$ cat config.mk
export PLATFORM = sky130hd
export DESIGN_NAME = ipo_indicator_override
export DESIGN_NICKNAME = d
export VERILOG_FILES = /design/src/verilog/ipo_pkg.sv /design/src/verilog/ipo_indicator_override.sv
export SDC_FILE = /design/constraint.sdc
export NUM_CORES = 1
export LEC_CHECK = 0
export ABC_CLOCK_PERIOD_IN_PS = 2500
export BUFFER_PORTS_ARGS = -buffer_cell sky130_fd_sc_hd__buf_2
export CORE_MARGIN = 2
export CORE_UTILIZATION = 46
export CTS_BUF_LIST = sky130_fd_sc_hd__clkbuf_8
export DETAILED_ROUTE_END_ITERATION = 16
export PLACE_DENSITY = 0.9
export SYNTH_ARGS = -nofsm -noshare
export SYNTH_HDL_FRONTEND = slang
export SYNTH_HIERARCHICAL = 1
export SYNTH_SLANG_ARGS = --single-unit
$ cat constraint.sdc
create_clock -name ref_clk -period 2.5 [get_ports ref_clk]
set_clock_uncertainty 0.15 [all_clocks]
set_input_delay 0.125 -clock ref_clk [delete_from_list [all_inputs] [get_ports ref_clk]]
set_output_delay 0.125 -clock ref_clk [all_outputs]
set_load 0.05 [all_outputs]
$ cat src/verilog/ipo_pkg.sv
// Purpose: Shared constants and types for the indicator pin override block.
// Assumes: 32-bit Avalon-MM data, byte addresses equal to four times the register index.
// Notes:   Only the low 16 bits of each register are implemented.
`default_nettype none
package ipo_pkg;

  localparam int unsigned ADDR_W    = 13;
  localparam int unsigned DATA_W    = 32;
  localparam int unsigned REG_W     = 16;
  localparam int unsigned NUM_PINS  = 3;

  // Register indices as numbered in the map; the byte address is four times each.
  localparam logic [10:0] IDX_DRIVE_CFG = 11'h451;
  localparam logic [10:0] IDX_FUNC_SEL  = 11'h452;

  localparam logic [15:0] DRIVE_CFG_RST = 16'h0000;
  localparam logic [15:0] FUNC_SEL_RST  = 16'h0000;

  // Writable bits of each register; the rest read as zero.
  localparam logic [15:0] DRIVE_CFG_WMASK = 16'h0fff;
  localparam logic [15:0] FUNC_SEL_WMASK  = 16'h0707;

  // Drive configuration fields.
  localparam int unsigned COMPL_SEL_LSB = 9;
  localparam int unsigned COMPL_SEL_W   = 3;
  localparam int unsigned PIN_FIELD_W   = 3;
  localparam int unsigned POL_OFS       = 0;
  localparam int unsigned VAL_OFS       = 1;
  localparam int unsigned EN_OFS        = 2;

  // Function select fields: pin 0 in bits 2:0, pin 1 in bits 10:8.
  localparam int unsigned FSEL0_LSB = 0;
  localparam int unsigned FSEL1_LSB = 8;
  localparam int unsigned FSEL_W    = 3;
  localparam logic [2:0]  FSEL_OBSERVE = 3'h5;

  typedef enum logic [2:0] {
    IPO_CS_LOC_RCVR  = 3'h0,
    IPO_CS_REM_RCVR  = 3'h1,
    IPO_CS_LOC_SNR   = 3'h2,
    IPO_CS_REM_READY = 3'h3,
    IPO_CS_PMA_WDOG  = 3'h4,
    IPO_CS_LINK_SYNC = 3'h5
  } ipo_compl_sel_e;

  typedef struct packed {
    logic link_sync;
    logic pma_watchdog;
    logic rem_phy_ready;
    logic loc_snr_margin;
    logic rem_rcvr_ok;
    logic loc_rcvr_ok;
  } ipo_compl_s;

  typedef enum logic {
    IPO_BUS_IDLE = 1'b0,
    IPO_BUS_ACK  = 1'b1
  } ipo_bus_e;

endpackage
`default_nettype wire
$ cat src/verilog/ipo_indicator_override.sv
// Purpose: Register-controlled override of the three indicator output pins.
// Assumes: All inputs synchronous to ref_clk; Avalon-MM slave with waitrequest.
// Notes:   Each access is answered on the second cycle of its request.
// How it works
// - Pin 0 select 5 routes chosen compliance status.
// - Pin 2 force-enable bit 8 drives bit 7.
// - Pin 1 force-enable bit 5 drives bit 4.
// - Pin 0 force-enable bit 2 drives bit 1.
// - Force value ignored unless enable set.
// - Override register at 0x451, resets to zero.
//
// The Avalon-MM register port was decided locally.
`timescale 1ns/1ps
`default_nettype none

module ipo_indicator_override
  import ipo_pkg::*;
#(
  parameter int unsigned PINS = ipo_pkg::NUM_PINS
) (
  input  wire logic                       ref_clk,
  input  wire logic                       srst,
  input  wire logic [ipo_pkg::ADDR_W-1:0] address,
  input  wire logic                       read,
  input  wire logic                       write,
  input  wire logic [ipo_pkg::DATA_W-1:0] writedata,
  input  wire logic [3:0]                 byteenable,
  output logic      [ipo_pkg::DATA_W-1:0] readdata,
  output logic                            waitrequest,
  input  wire logic [PINS-1:0]            led_func_in,
  input  wire ipo_pkg::ipo_compl_s        compl_status,
  output logic      [PINS-1:0]            led_pin_out
);
  import ipo_pkg::*;

  ////////////////////////////////////////////////////////////////////////////
  // Bus slave.

  ipo_bus_e                   bus_q;
  ipo_bus_e                   bus_d;
  logic     [REG_W-1:0]       drive_q;
  logic     [REG_W-1:0]       drive_d;
  logic     [REG_W-1:0]       fsel_q;
  logic     [REG_W-1:0]       fsel_d;
  logic     [DATA_W-1:0]      rdata_q;
  logic     [DATA_W-1:0]      rdata_d;
  logic     [REG_W-1:0]       wmask;
  logic                       req;
  logic                       hit_drive;
  logic                       hit_fsel;
  logic                       done;

  assign req       = read | write;
  assign hit_drive = (address[ADDR_W-1:2] == IDX_DRIVE_CFG);
  assign hit_fsel  = (address[ADDR_W-1:2] == IDX_FUNC_SEL);
  // The answer lands in the second cycle, giving the read mux a full cycle.
  assign done        = req && (bus_q == IPO_BUS_ACK);
  assign waitrequest = req && (bus_q == IPO_BUS_IDLE);
  assign readdata    = rdata_q;
  assign wmask       = {{8{byteenable[1]}}, {8{byteenable[0]}}};

  always_comb begin
    bus_d   = bus_q;
    drive_d = drive_q;
    fsel_d  = fsel_q;
    rdata_d = rdata_q;
    unique case (bus_q)
      IPO_BUS_IDLE: begin
        if (req) begin
          bus_d = IPO_BUS_ACK;
          rdata_d = '0;
          if (read && hit_drive) begin
            rdata_d = {16'h0000, drive_q};
          end else if (read && hit_fsel) begin
            rdata_d = {16'h0000, fsel_q};
          end
        end
      end
      IPO_BUS_ACK: begin
        bus_d = IPO_BUS_IDLE;
        if (done && write && hit_drive) begin
          drive_d = (drive_q & ~(wmask & DRIVE_CFG_WMASK)) |
                    (writedata[REG_W-1:0] & wmask & DRIVE_CFG_WMASK);
        end
        if (done && write && hit_fsel) begin
          fsel_d = (fsel_q & ~(wmask & FUNC_SEL_WMASK)) |
                   (writedata[REG_W-1:0] & wmask & FUNC_SEL_WMASK);
        end
      end
    endcase
  end

  always_ff @(posedge ref_clk) begin
    if (srst) begin
      bus_q   <= IPO_BUS_IDLE;
      drive_q <= DRIVE_CFG_RST;
      fsel_q  <= FUNC_SEL_RST;
      rdata_q <= '0;
    end else begin
      bus_q   <= bus_d;
      drive_q <= drive_d;
      fsel_q  <= fsel_d;
      rdata_q <= rdata_d;
    end
  end

  ////////////////////////////////////////////////////////////////////////////
  // Pin path: normal function, then force, then polarity.

  logic      [PINS-1:0]        normal;
  wire logic [PINS-1:0]        forced_en;
  wire logic [PINS-1:0]        forced_val;
  wire logic [PINS-1:0]        polarity;
  wire logic [PINS-1:0]        pin_q;
  logic      [COMPL_SEL_W-1:0] compl_sel;
  logic                        compl_bit;
  logic      [FSEL_W-1:0]      fsel0;

  assign compl_sel = drive_q[COMPL_SEL_LSB +: COMPL_SEL_W];
  assign fsel0     = fsel_q[FSEL0_LSB +: FSEL_W];

  always_comb begin
    unique case (ipo_compl_sel_e'(compl_sel))
      IPO_CS_LOC_RCVR:  compl_bit = compl_status.loc_rcvr_ok;
      IPO_CS_REM_RCVR:  compl_bit = compl_status.rem_rcvr_ok;
      IPO_CS_LOC_SNR:   compl_bit = compl_status.loc_snr_margin;
      IPO_CS_REM_READY: compl_bit = compl_status.rem_phy_ready;
      IPO_CS_PMA_WDOG:  compl_bit = compl_status.pma_watchdog;
      IPO_CS_LINK_SYNC: compl_bit = compl_status.link_sync;
      // Codes 6 and 7 select nothing, so the pin rests low before polarity.
      default:          compl_bit = 1'b0;
    endcase
  end

  always_comb begin
    normal = led_func_in;
    if (fsel0 == FSEL_OBSERVE) begin
      normal[0] = compl_bit;
    end
  end

  // Each pin owns three adjacent bits: polarity, force value, force enable.
  for (genvar g = 0; g < PINS; g++) begin : g_pin
    assign forced_en[g]  = drive_q[PIN_FIELD_W*g + EN_OFS];
    assign forced_val[g] = drive_q[PIN_FIELD_W*g + VAL_OFS];
    assign polarity[g]   = drive_q[PIN_FIELD_W*g + POL_OFS];
    ipo_pin_slice u_pin (
      .ref_clk    (ref_clk),
      .srst       (srst),
      .normal_lvl (normal[g]),
      .force_en   (forced_en[g]),
      .force_val  (forced_val[g]),
      .invert     (polarity[g]),
      .pin_q      (pin_q[g])
    );
  end

  assign led_pin_out = pin_q;
endmodule // ipo_indicator_override

////////////////////////////////////////////////////////////////////////////
// One indicator pin: force, then polarity, then the output flip-flop.

module ipo_pin_slice (
  input  wire logic ref_clk,
  input  wire logic srst,
  input  wire logic normal_lvl,
  input  wire logic force_en,
  input  wire logic force_val,
  input  wire logic invert,
  output logic      pin_q
);
  import ipo_pkg::*;

  logic pin_d;

  always_comb begin
    // Polarity acts last, so a forced level is inverted as well.
    pin_d = (force_en ? force_val : normal_lvl) ^ invert;
  end

  always_ff @(posedge ref_clk) begin
    if (srst) begin
      pin_q <= 1'b0;
    end else begin
      pin_q <= pin_d;
    end
  end

endmodule // ipo_pin_slice
`default_nettype wire

==> results of run 1 <==
==> what timing repair did <==
item	4_1_cts	5_1_grt
setup buffers	0	0
hold buffers	9	0
endpoints found under the hold margin	12	0
setup endpoints to repair	0	0
resized for setup	0	0
==> path summary, 6_finish.rpt <==
check	to	slack, ns	cells past startpoint
setup / recovery	g_pin[0].u_pin/pin_q	0.64	5
hold / removal	flop	-0.001	3
setup reg to reg	g_pin[0].u_pin/pin_q	0.64	5
hold reg to reg	readdata[9]	0.31	1
==> cell type report <==
cell class	count	area (sq um)	share of cell area, %
clock inverters	2	8.76	0.397
repair buffers	64	370	16.8
flip-flops and latches	34	681	30.8
well taps	48	60.1	2.72
clock buffers	6	82.6	3.74
multi-input cells	129	1000	45.5
==> routing by layer <==
metal  global-route usage [%]  up-vias  routed length, um
met2                     34.4       56               2020
met4                     7.40        0                 67
met1                     20.0      673               1590
met3                     6.13       11                268
met5                        0        -                  0
li1                         -      710                  -
==> synthesized netlist by cell type, types with 2 or more instances <==
| library cell | n |
|---|---|
| nor2b_1 | 5 |
| o2bb2ai_1 | 6 |
| mux2_2 | 4 |
| a22oi_1 | 6 |
| clkbuf_1 | 5 |
| nor4bb_1 | 4 |
| nor2_1 | 8 |
| mux2i_1 | 21 |
| nand4_1 | 3 |
| buf_4 | 20 |
| dfxtp_1 | 34 |
| nand2b_1 | 31 |
| nor4_4 | 2 |
| a32o_1 | 6 |
==> logic make-up after synthesis <==
family / count (synthesis)
AO/OA/AOI/OAI: 20
other: 1
AND/OR/NAND/NOR: 63
multiplexers: 26
buffers and inverters: 26
flip-flops: 34
==> metrics by stage <==
step	setup WS (ns)	hold slack, ns	instances
2_1_floorplan	0.770	0.130	189
3_3_place_gp	0.657	0.237	266
3_5_place_dp	0.647	0.245	266
4_1_cts	0.630	0.00395	283
5_1_grt	0.546	0.0184	283
6_report	0.639	-0.00121	283
==> critical path, delay by kind of cell, from the launching register on <==
family | cells | cell delay, ns
flops | 1 | 0.44
simple gates | 1 | 0.08
mux | 3 | 1.01
compound gates | 1 | 0.07
==> power by group <==
group	leakage, nW	switching, W	internal (W)
registers	0.275	0.00000290	0.000545
clock network	0.0524	0.000198	0.000218
logic	0.640	0.000130	0.0000611
==> impl_metrics.env, run 1 <==
export IMPL_holdWs_ns=-0.00121
export IMPL_yosys_area_share_simple_pct=26.7
export IMPL_cp_arrival_ns=1.89
export IMPL_peakVddDrop_mv=0.398
export IMPL_required_ns=2.53
export IMPL_synth_compound_area_share_pct=9.73
export IMPL_finalCritPeriodShare_pct=74.4
export IMPL_violations="negative hold slack"
export IMPL_numCtsBuffers=5
export IMPL_max_cap_viol_count=0
export IMPL_ys_flop_type="dfxtp_1"
export IMPL_yosys_warnings=6
export IMPL_fin_nets=296
export IMPL_critPathSlowestCell="mux4_2"
export IMPL_grt_max_degree=21
export IMPL_drive_above_1_share_pct=31.5
export IMPL_syn_area_per_cell_sq_um=10.5
export IMPL_drc_errors=0
export IMPL_finalSetupViolCount=0
export IMPL_synth_fa_ha_area_share_pct=0
export IMPL_netlist_instances=170
export IMPL_dr_total_vias=1450
export IMPL_detailed_place_hpwl_um=2840
export IMPL_final_cell_mix="buf_2 (53), dfxtp_1 (34), nand2b_1 (31)"
export IMPL_status="complete, but fails checks"
export IMPL_routed_via_density=5.12
export IMPL_power_w=0.00115
export IMPL_max_slew_margin_rel_pct=41.0
export IMPL_worstHoldStart="writedata[8]"
export IMPL_synth_area_sq_um=1790
export IMPL_synth_seq_cells=34
export IMPL_timing_final_max_slew_violations=0
export IMPL_die_h_um=66.3
export IMPL_num_antenna_cells=0
export IMPL_dieArea_sq_um=4400
export IMPL_cp_start_kind="flop"
export IMPL_fp_dieW_um=66.3
export IMPL_wl_per_cell_um=13.9
export IMPL_ys_seq_area_share_pct=38.1
export IMPL_hold_path_class="input pin to flop"
export IMPL_crit_fanout=4
export IMPL_core_area_sq_um=3690
export IMPL_synth_top_family_by_area="simple AND/OR/NAND/NOR gates"
export IMPL_clk_pin_slew_ns=0.07
export IMPL_grt_pass1_wl_um=6180
export IMPL_synthArstFlopShare_pct=0
export IMPL_fin_area_sq_um=2210
export IMPL_end_kind="flop"
export IMPL_start_util_pct=48.5
export IMPL_gp_congestion=0.836
export IMPL_numPortBuffers=53
export IMPL_yosysTopAreaCell="dfxtp_1"
export IMPL_clockBufferDepth=2
export IMPL_layout_min_cycle_time_ns=1.86
export IMPL_num_io_pins=98
export IMPL_ctsHtreeMaxLevel=2
export IMPL_grt_use_total_pct=18.9
export IMPL_final_common_cell="buf_2"
export IMPL_clk_latency_ns=0.29
export IMPL_cts_sinks=34
export IMPL_synth_edf_count=0
export IMPL_drtIter0Drc=20
export IMPL_firstDrtPassIters=4
export IMPL_power_density_nw_per_um2=523
export IMPL_crit_path_max_incr_delay_ns=0.53
export IMPL_grt_pass1_vias=1415
export IMPL_tightest_slew_ns=0.883
export IMPL_fin_setup_tns_ns=0
export IMPL_crit_type="flop to flop"
export IMPL_grt_ovfl_total=0
export IMPL_cp_cell_sequence="mux4_2 -> nand2b_1 -> a31oi_1 -> mux2i_1 -> mux2_2"
export IMPL_synthXorXnorAreaFrac_pct=0
export IMPL_synth_top_area_share_pct=38.1
export IMPL_fin_util_pct=59.8
export IMPL_rsz0062_at_grt="no"
export IMPL_hold_viol=2
export IMPL_antenna_found_initial=0
export IMPL_cts_tree="yes"
export IMPL_cts_root_buf="clkbuf_8"
export IMPL_ant_nets=0
export IMPL_synth_area_leaders="dfxtp_1 (38%), mux2i_1 (12%), nand2b_1 (11%)"
export IMPL_dpl_instance_area_sq_um=2030
export IMPL_rows=22
export IMPL_synth_mux_area_share_pct=15.5
export IMPL_areaGrowthSynthToFinish_pct=23.4
export IMPL_synth_cell_types=29
export IMPL_nFillCells=339
export IMPL_leakage_nw=0.967
export IMPL_wl_um=3950
export IMPL_fmax_mhz=537
Power figures use the tool's default switching activity.
==> inputs of run 2 (changes only) <==
--- a/config.mk
+++ b/config.mk
@@ -5,13 +5,13 @@
 export SDC_FILE = /design/constraint.sdc
 export NUM_CORES = 1
 export LEC_CHECK = 0
-export ABC_CLOCK_PERIOD_IN_PS = 2500
+export ABC_CLOCK_PERIOD_IN_PS = 1700
 export BUFFER_PORTS_ARGS = -buffer_cell sky130_fd_sc_hd__buf_2
 export CORE_MARGIN = 2
-export CORE_UTILIZATION = 46
+export CORE_UTILIZATION = 41
 export CTS_BUF_LIST = sky130_fd_sc_hd__clkbuf_8
 export DETAILED_ROUTE_END_ITERATION = 16
-export PLACE_DENSITY = 0.9
+export PLACE_DENSITY = 0.86
 export SYNTH_ARGS = -nofsm -noshare
 export SYNTH_HDL_FRONTEND = slang
 export SYNTH_HIERARCHICAL = 1
==> constraint.sdc (replaced) <==
create_clock -name ref_clk -period 1.7 [get_ports ref_clk]
set_clock_uncertainty 0.15 [all_clocks]
set_input_delay 0.085 -clock ref_clk [delete_from_list [all_inputs] [get_ports ref_clk]]
set_output_delay 0.085 -clock ref_clk [all_outputs]
set_load 0.05 [all_outputs]
==> impl_metrics.env, run 2 (synthesis gave the netlist of run 1 again) <==
export IMPL_intPower_w=0.00131
export IMPL_dr_total_vias=1457
export IMPL_drive_above_1_share_pct=33.2
export IMPL_ant_nets=0
export IMPL_core_area_sq_um=4260
export IMPL_die_h_um=70.0
export IMPL_clk_pin_slew_ns=0.07
export IMPL_grt_pass1_wl_um=6510
export IMPL_numCtsBuffers=5
export IMPL_power_density_nw_per_um2=765
export IMPL_rsz0062_at_grt="yes"
export IMPL_gp_congestion=0.822
export IMPL_antenna_found_initial=0
export IMPL_cts_sinks=34
export IMPL_fmax_mhz=560
export IMPL_crit_type="flop to flop"
export IMPL_fin_nets=305
export IMPL_clkPwrFrac_pct=38.5
export IMPL_critPathBufInv=0
export IMPL_firstDrtPassIters=5
export IMPL_grt_pass1_vias=1458
export IMPL_num_io_pins=98
export IMPL_cts_resized=0
export IMPL_detailed_place_hpwl_um=2890
export IMPL_status="complete, but fails checks"
export IMPL_critPathSlowestCell="mux4_2"
export IMPL_place_ws_ns=-0.124
export IMPL_fp_dieW_um=70.0
export IMPL_num_antenna_cells=0
export IMPL_critPathTopFamily="multiplexers"
export IMPL_power_switching_w=0.000470
export IMPL_p_sw_share_pct=26.4
export IMPL_peakVddDrop_mv=0.637
export IMPL_rows=24
export IMPL_cts_root_buf="clkbuf_8"
export IMPL_cp_cell_sequence="mux4_2 -> nand2b_1 -> a31oi_1 -> mux2i_1 -> mux2_2"
export IMPL_hold_viol=0
export IMPL_cp_arrival_ns=1.81
export IMPL_layout_min_cycle_time_ns=1.79
export IMPL_required_ns=1.73
export IMPL_start_util_pct=41.9
export IMPL_dpl_instance_area_sq_um=2070
export IMPL_clk_latency_ns=0.28
export IMPL_areaGrowthSynthToFinish_pct=29.9
export IMPL_clockBufferDepth=2
export IMPL_final_cell_mix="buf_2 (53), dfxtp_1 (33), nand2b_1 (31)"
export IMPL_cts_tree="yes"
export IMPL_finalSetupViolCount=1
export IMPL_cp_start_kind="flop"
export IMPL_grt_ovfl_total=0
export IMPL_power_frac_seq_pct=45.4
export IMPL_violations="negative setup slack"
export IMPL_wl_um=3850
export IMPL_postLayoutSetupSlackWorst_ns=-0.0858
export IMPL_hold_path_class="input pin to flop"
export IMPL_ctsHtreeMaxLevel=2
export IMPL_crit_path_max_incr_delay_ns=0.49
export IMPL_numPortBuffers=53
export IMPL_drc_errors=0
export IMPL_leakage_nw=1.02
export IMPL_wl_per_cell_um=13.0
export IMPL_dieArea_sq_um=4900
export IMPL_max_slew_margin_rel_pct=40.5
export IMPL_grt_use_total_pct=17.0
export IMPL_drtIter0Drc=77
export IMPL_grt_max_degree=25
export IMPL_comb_power_share_pct=16.1
export IMPL_max_cap_viol_count=0
export IMPL_end_kind="flop"
export IMPL_routed_via_density=4.92
export IMPL_final_common_cell="buf_2"
export IMPL_timing_final_max_slew_violations=0
export IMPL_crit_fanout=2
export IMPL_tightest_slew_ns=0.891
export IMPL_finalCritPeriodShare_pct=105
export IMPL_fin_area_sq_um=2320
export IMPL_fin_util_pct=54.5
[run 2: cell count changes in the layout (fill, tap and decap cells not counted), sizes merged]
cell | before | now
inv | 1 | 0
buf | 55 | 60
clkinv | 1 | 0
clkbuf | 6 | 8
dlygate4sd3 | 9 | 13
[run 2: worst reg2reg max path, stage by stage, from the launching register on]
cell and delay [ns]:
dfxtp_2 0.34, mux4_2 0.49, nand2b_1 0.08, a31oi_1 0.09, mux2i_1 0.17, mux2_2 0.35
[run 2: final timing paths]
kind,from,slack [ns],cells after the start,endpoint
setup / recovery,flop,-0.09,5,g_pin[0].u_pin/pin_q
hold / removal,write,0.007,3,bus_q
setup reg to reg,flop,-0.09,5,g_pin[0].u_pin/pin_q
hold reg to reg,readdata[2],0.31,1,readdata[2]
[run 2: cell type report]
cell class,instances,area [sq um]
flip-flops and latches,34,682
multi-input cells,129,1000
repair buffers,73,460
well taps,52,65.1
clock buffers,8,110
fillers,380,1940
[run 2: power groups by stage]
stage | registers [W] | logic, W | clock network [W]
floorplan | 0.000837 | 0.000212 | 0
global placement | 0.000824 | 0.000261 | 0
detailed placement | 0.000825 | 0.000264 | 0
CTS | 0.000806 | 0.000287 | 0.000706
global route | 0.000806 | 0.000307 | 0.000733
finish | 0.000806 | 0.000287 | 0.000684
[run 2: per-stage QoR]
stage	hold WS, ns	total power, W	std cells	TNS [ns]
final	0.00702	0.00178	296	-0.0858
after global routing	0.0486	0.00185	296	-0.164
after CTS	0.00297	0.00180	296	-0.112
after detailed placement	0.206	0.00109	274	-0.124
after global placement	0.197	0.00109	274	-0.0888
after floorplan	0.0903	0.00105	189	0
[run 2: timing repair]
item | CTS | global route
buffers inserted | 1 | 0
pin swaps | 0 | 0
hold buffers | 13 | 0
setup endpoints to repair | 1 | 1
endpoints found under the hold margin | 19 | 0
[run 2: metal layers]
layer | up-vias | global-route usage (%) | wire, um | share of wire, %
li1 | 720 | - | - | -
met1 | 674 | 17.8 | 1500 | 39
met2 | 56 | 30.8 | 2020 | 52
met3 | 7 | 5.05 | 273 | 7.1
met4 | 0 | 7.91 | 57 | 1.5
met5 | - | 0 | 0 | 0
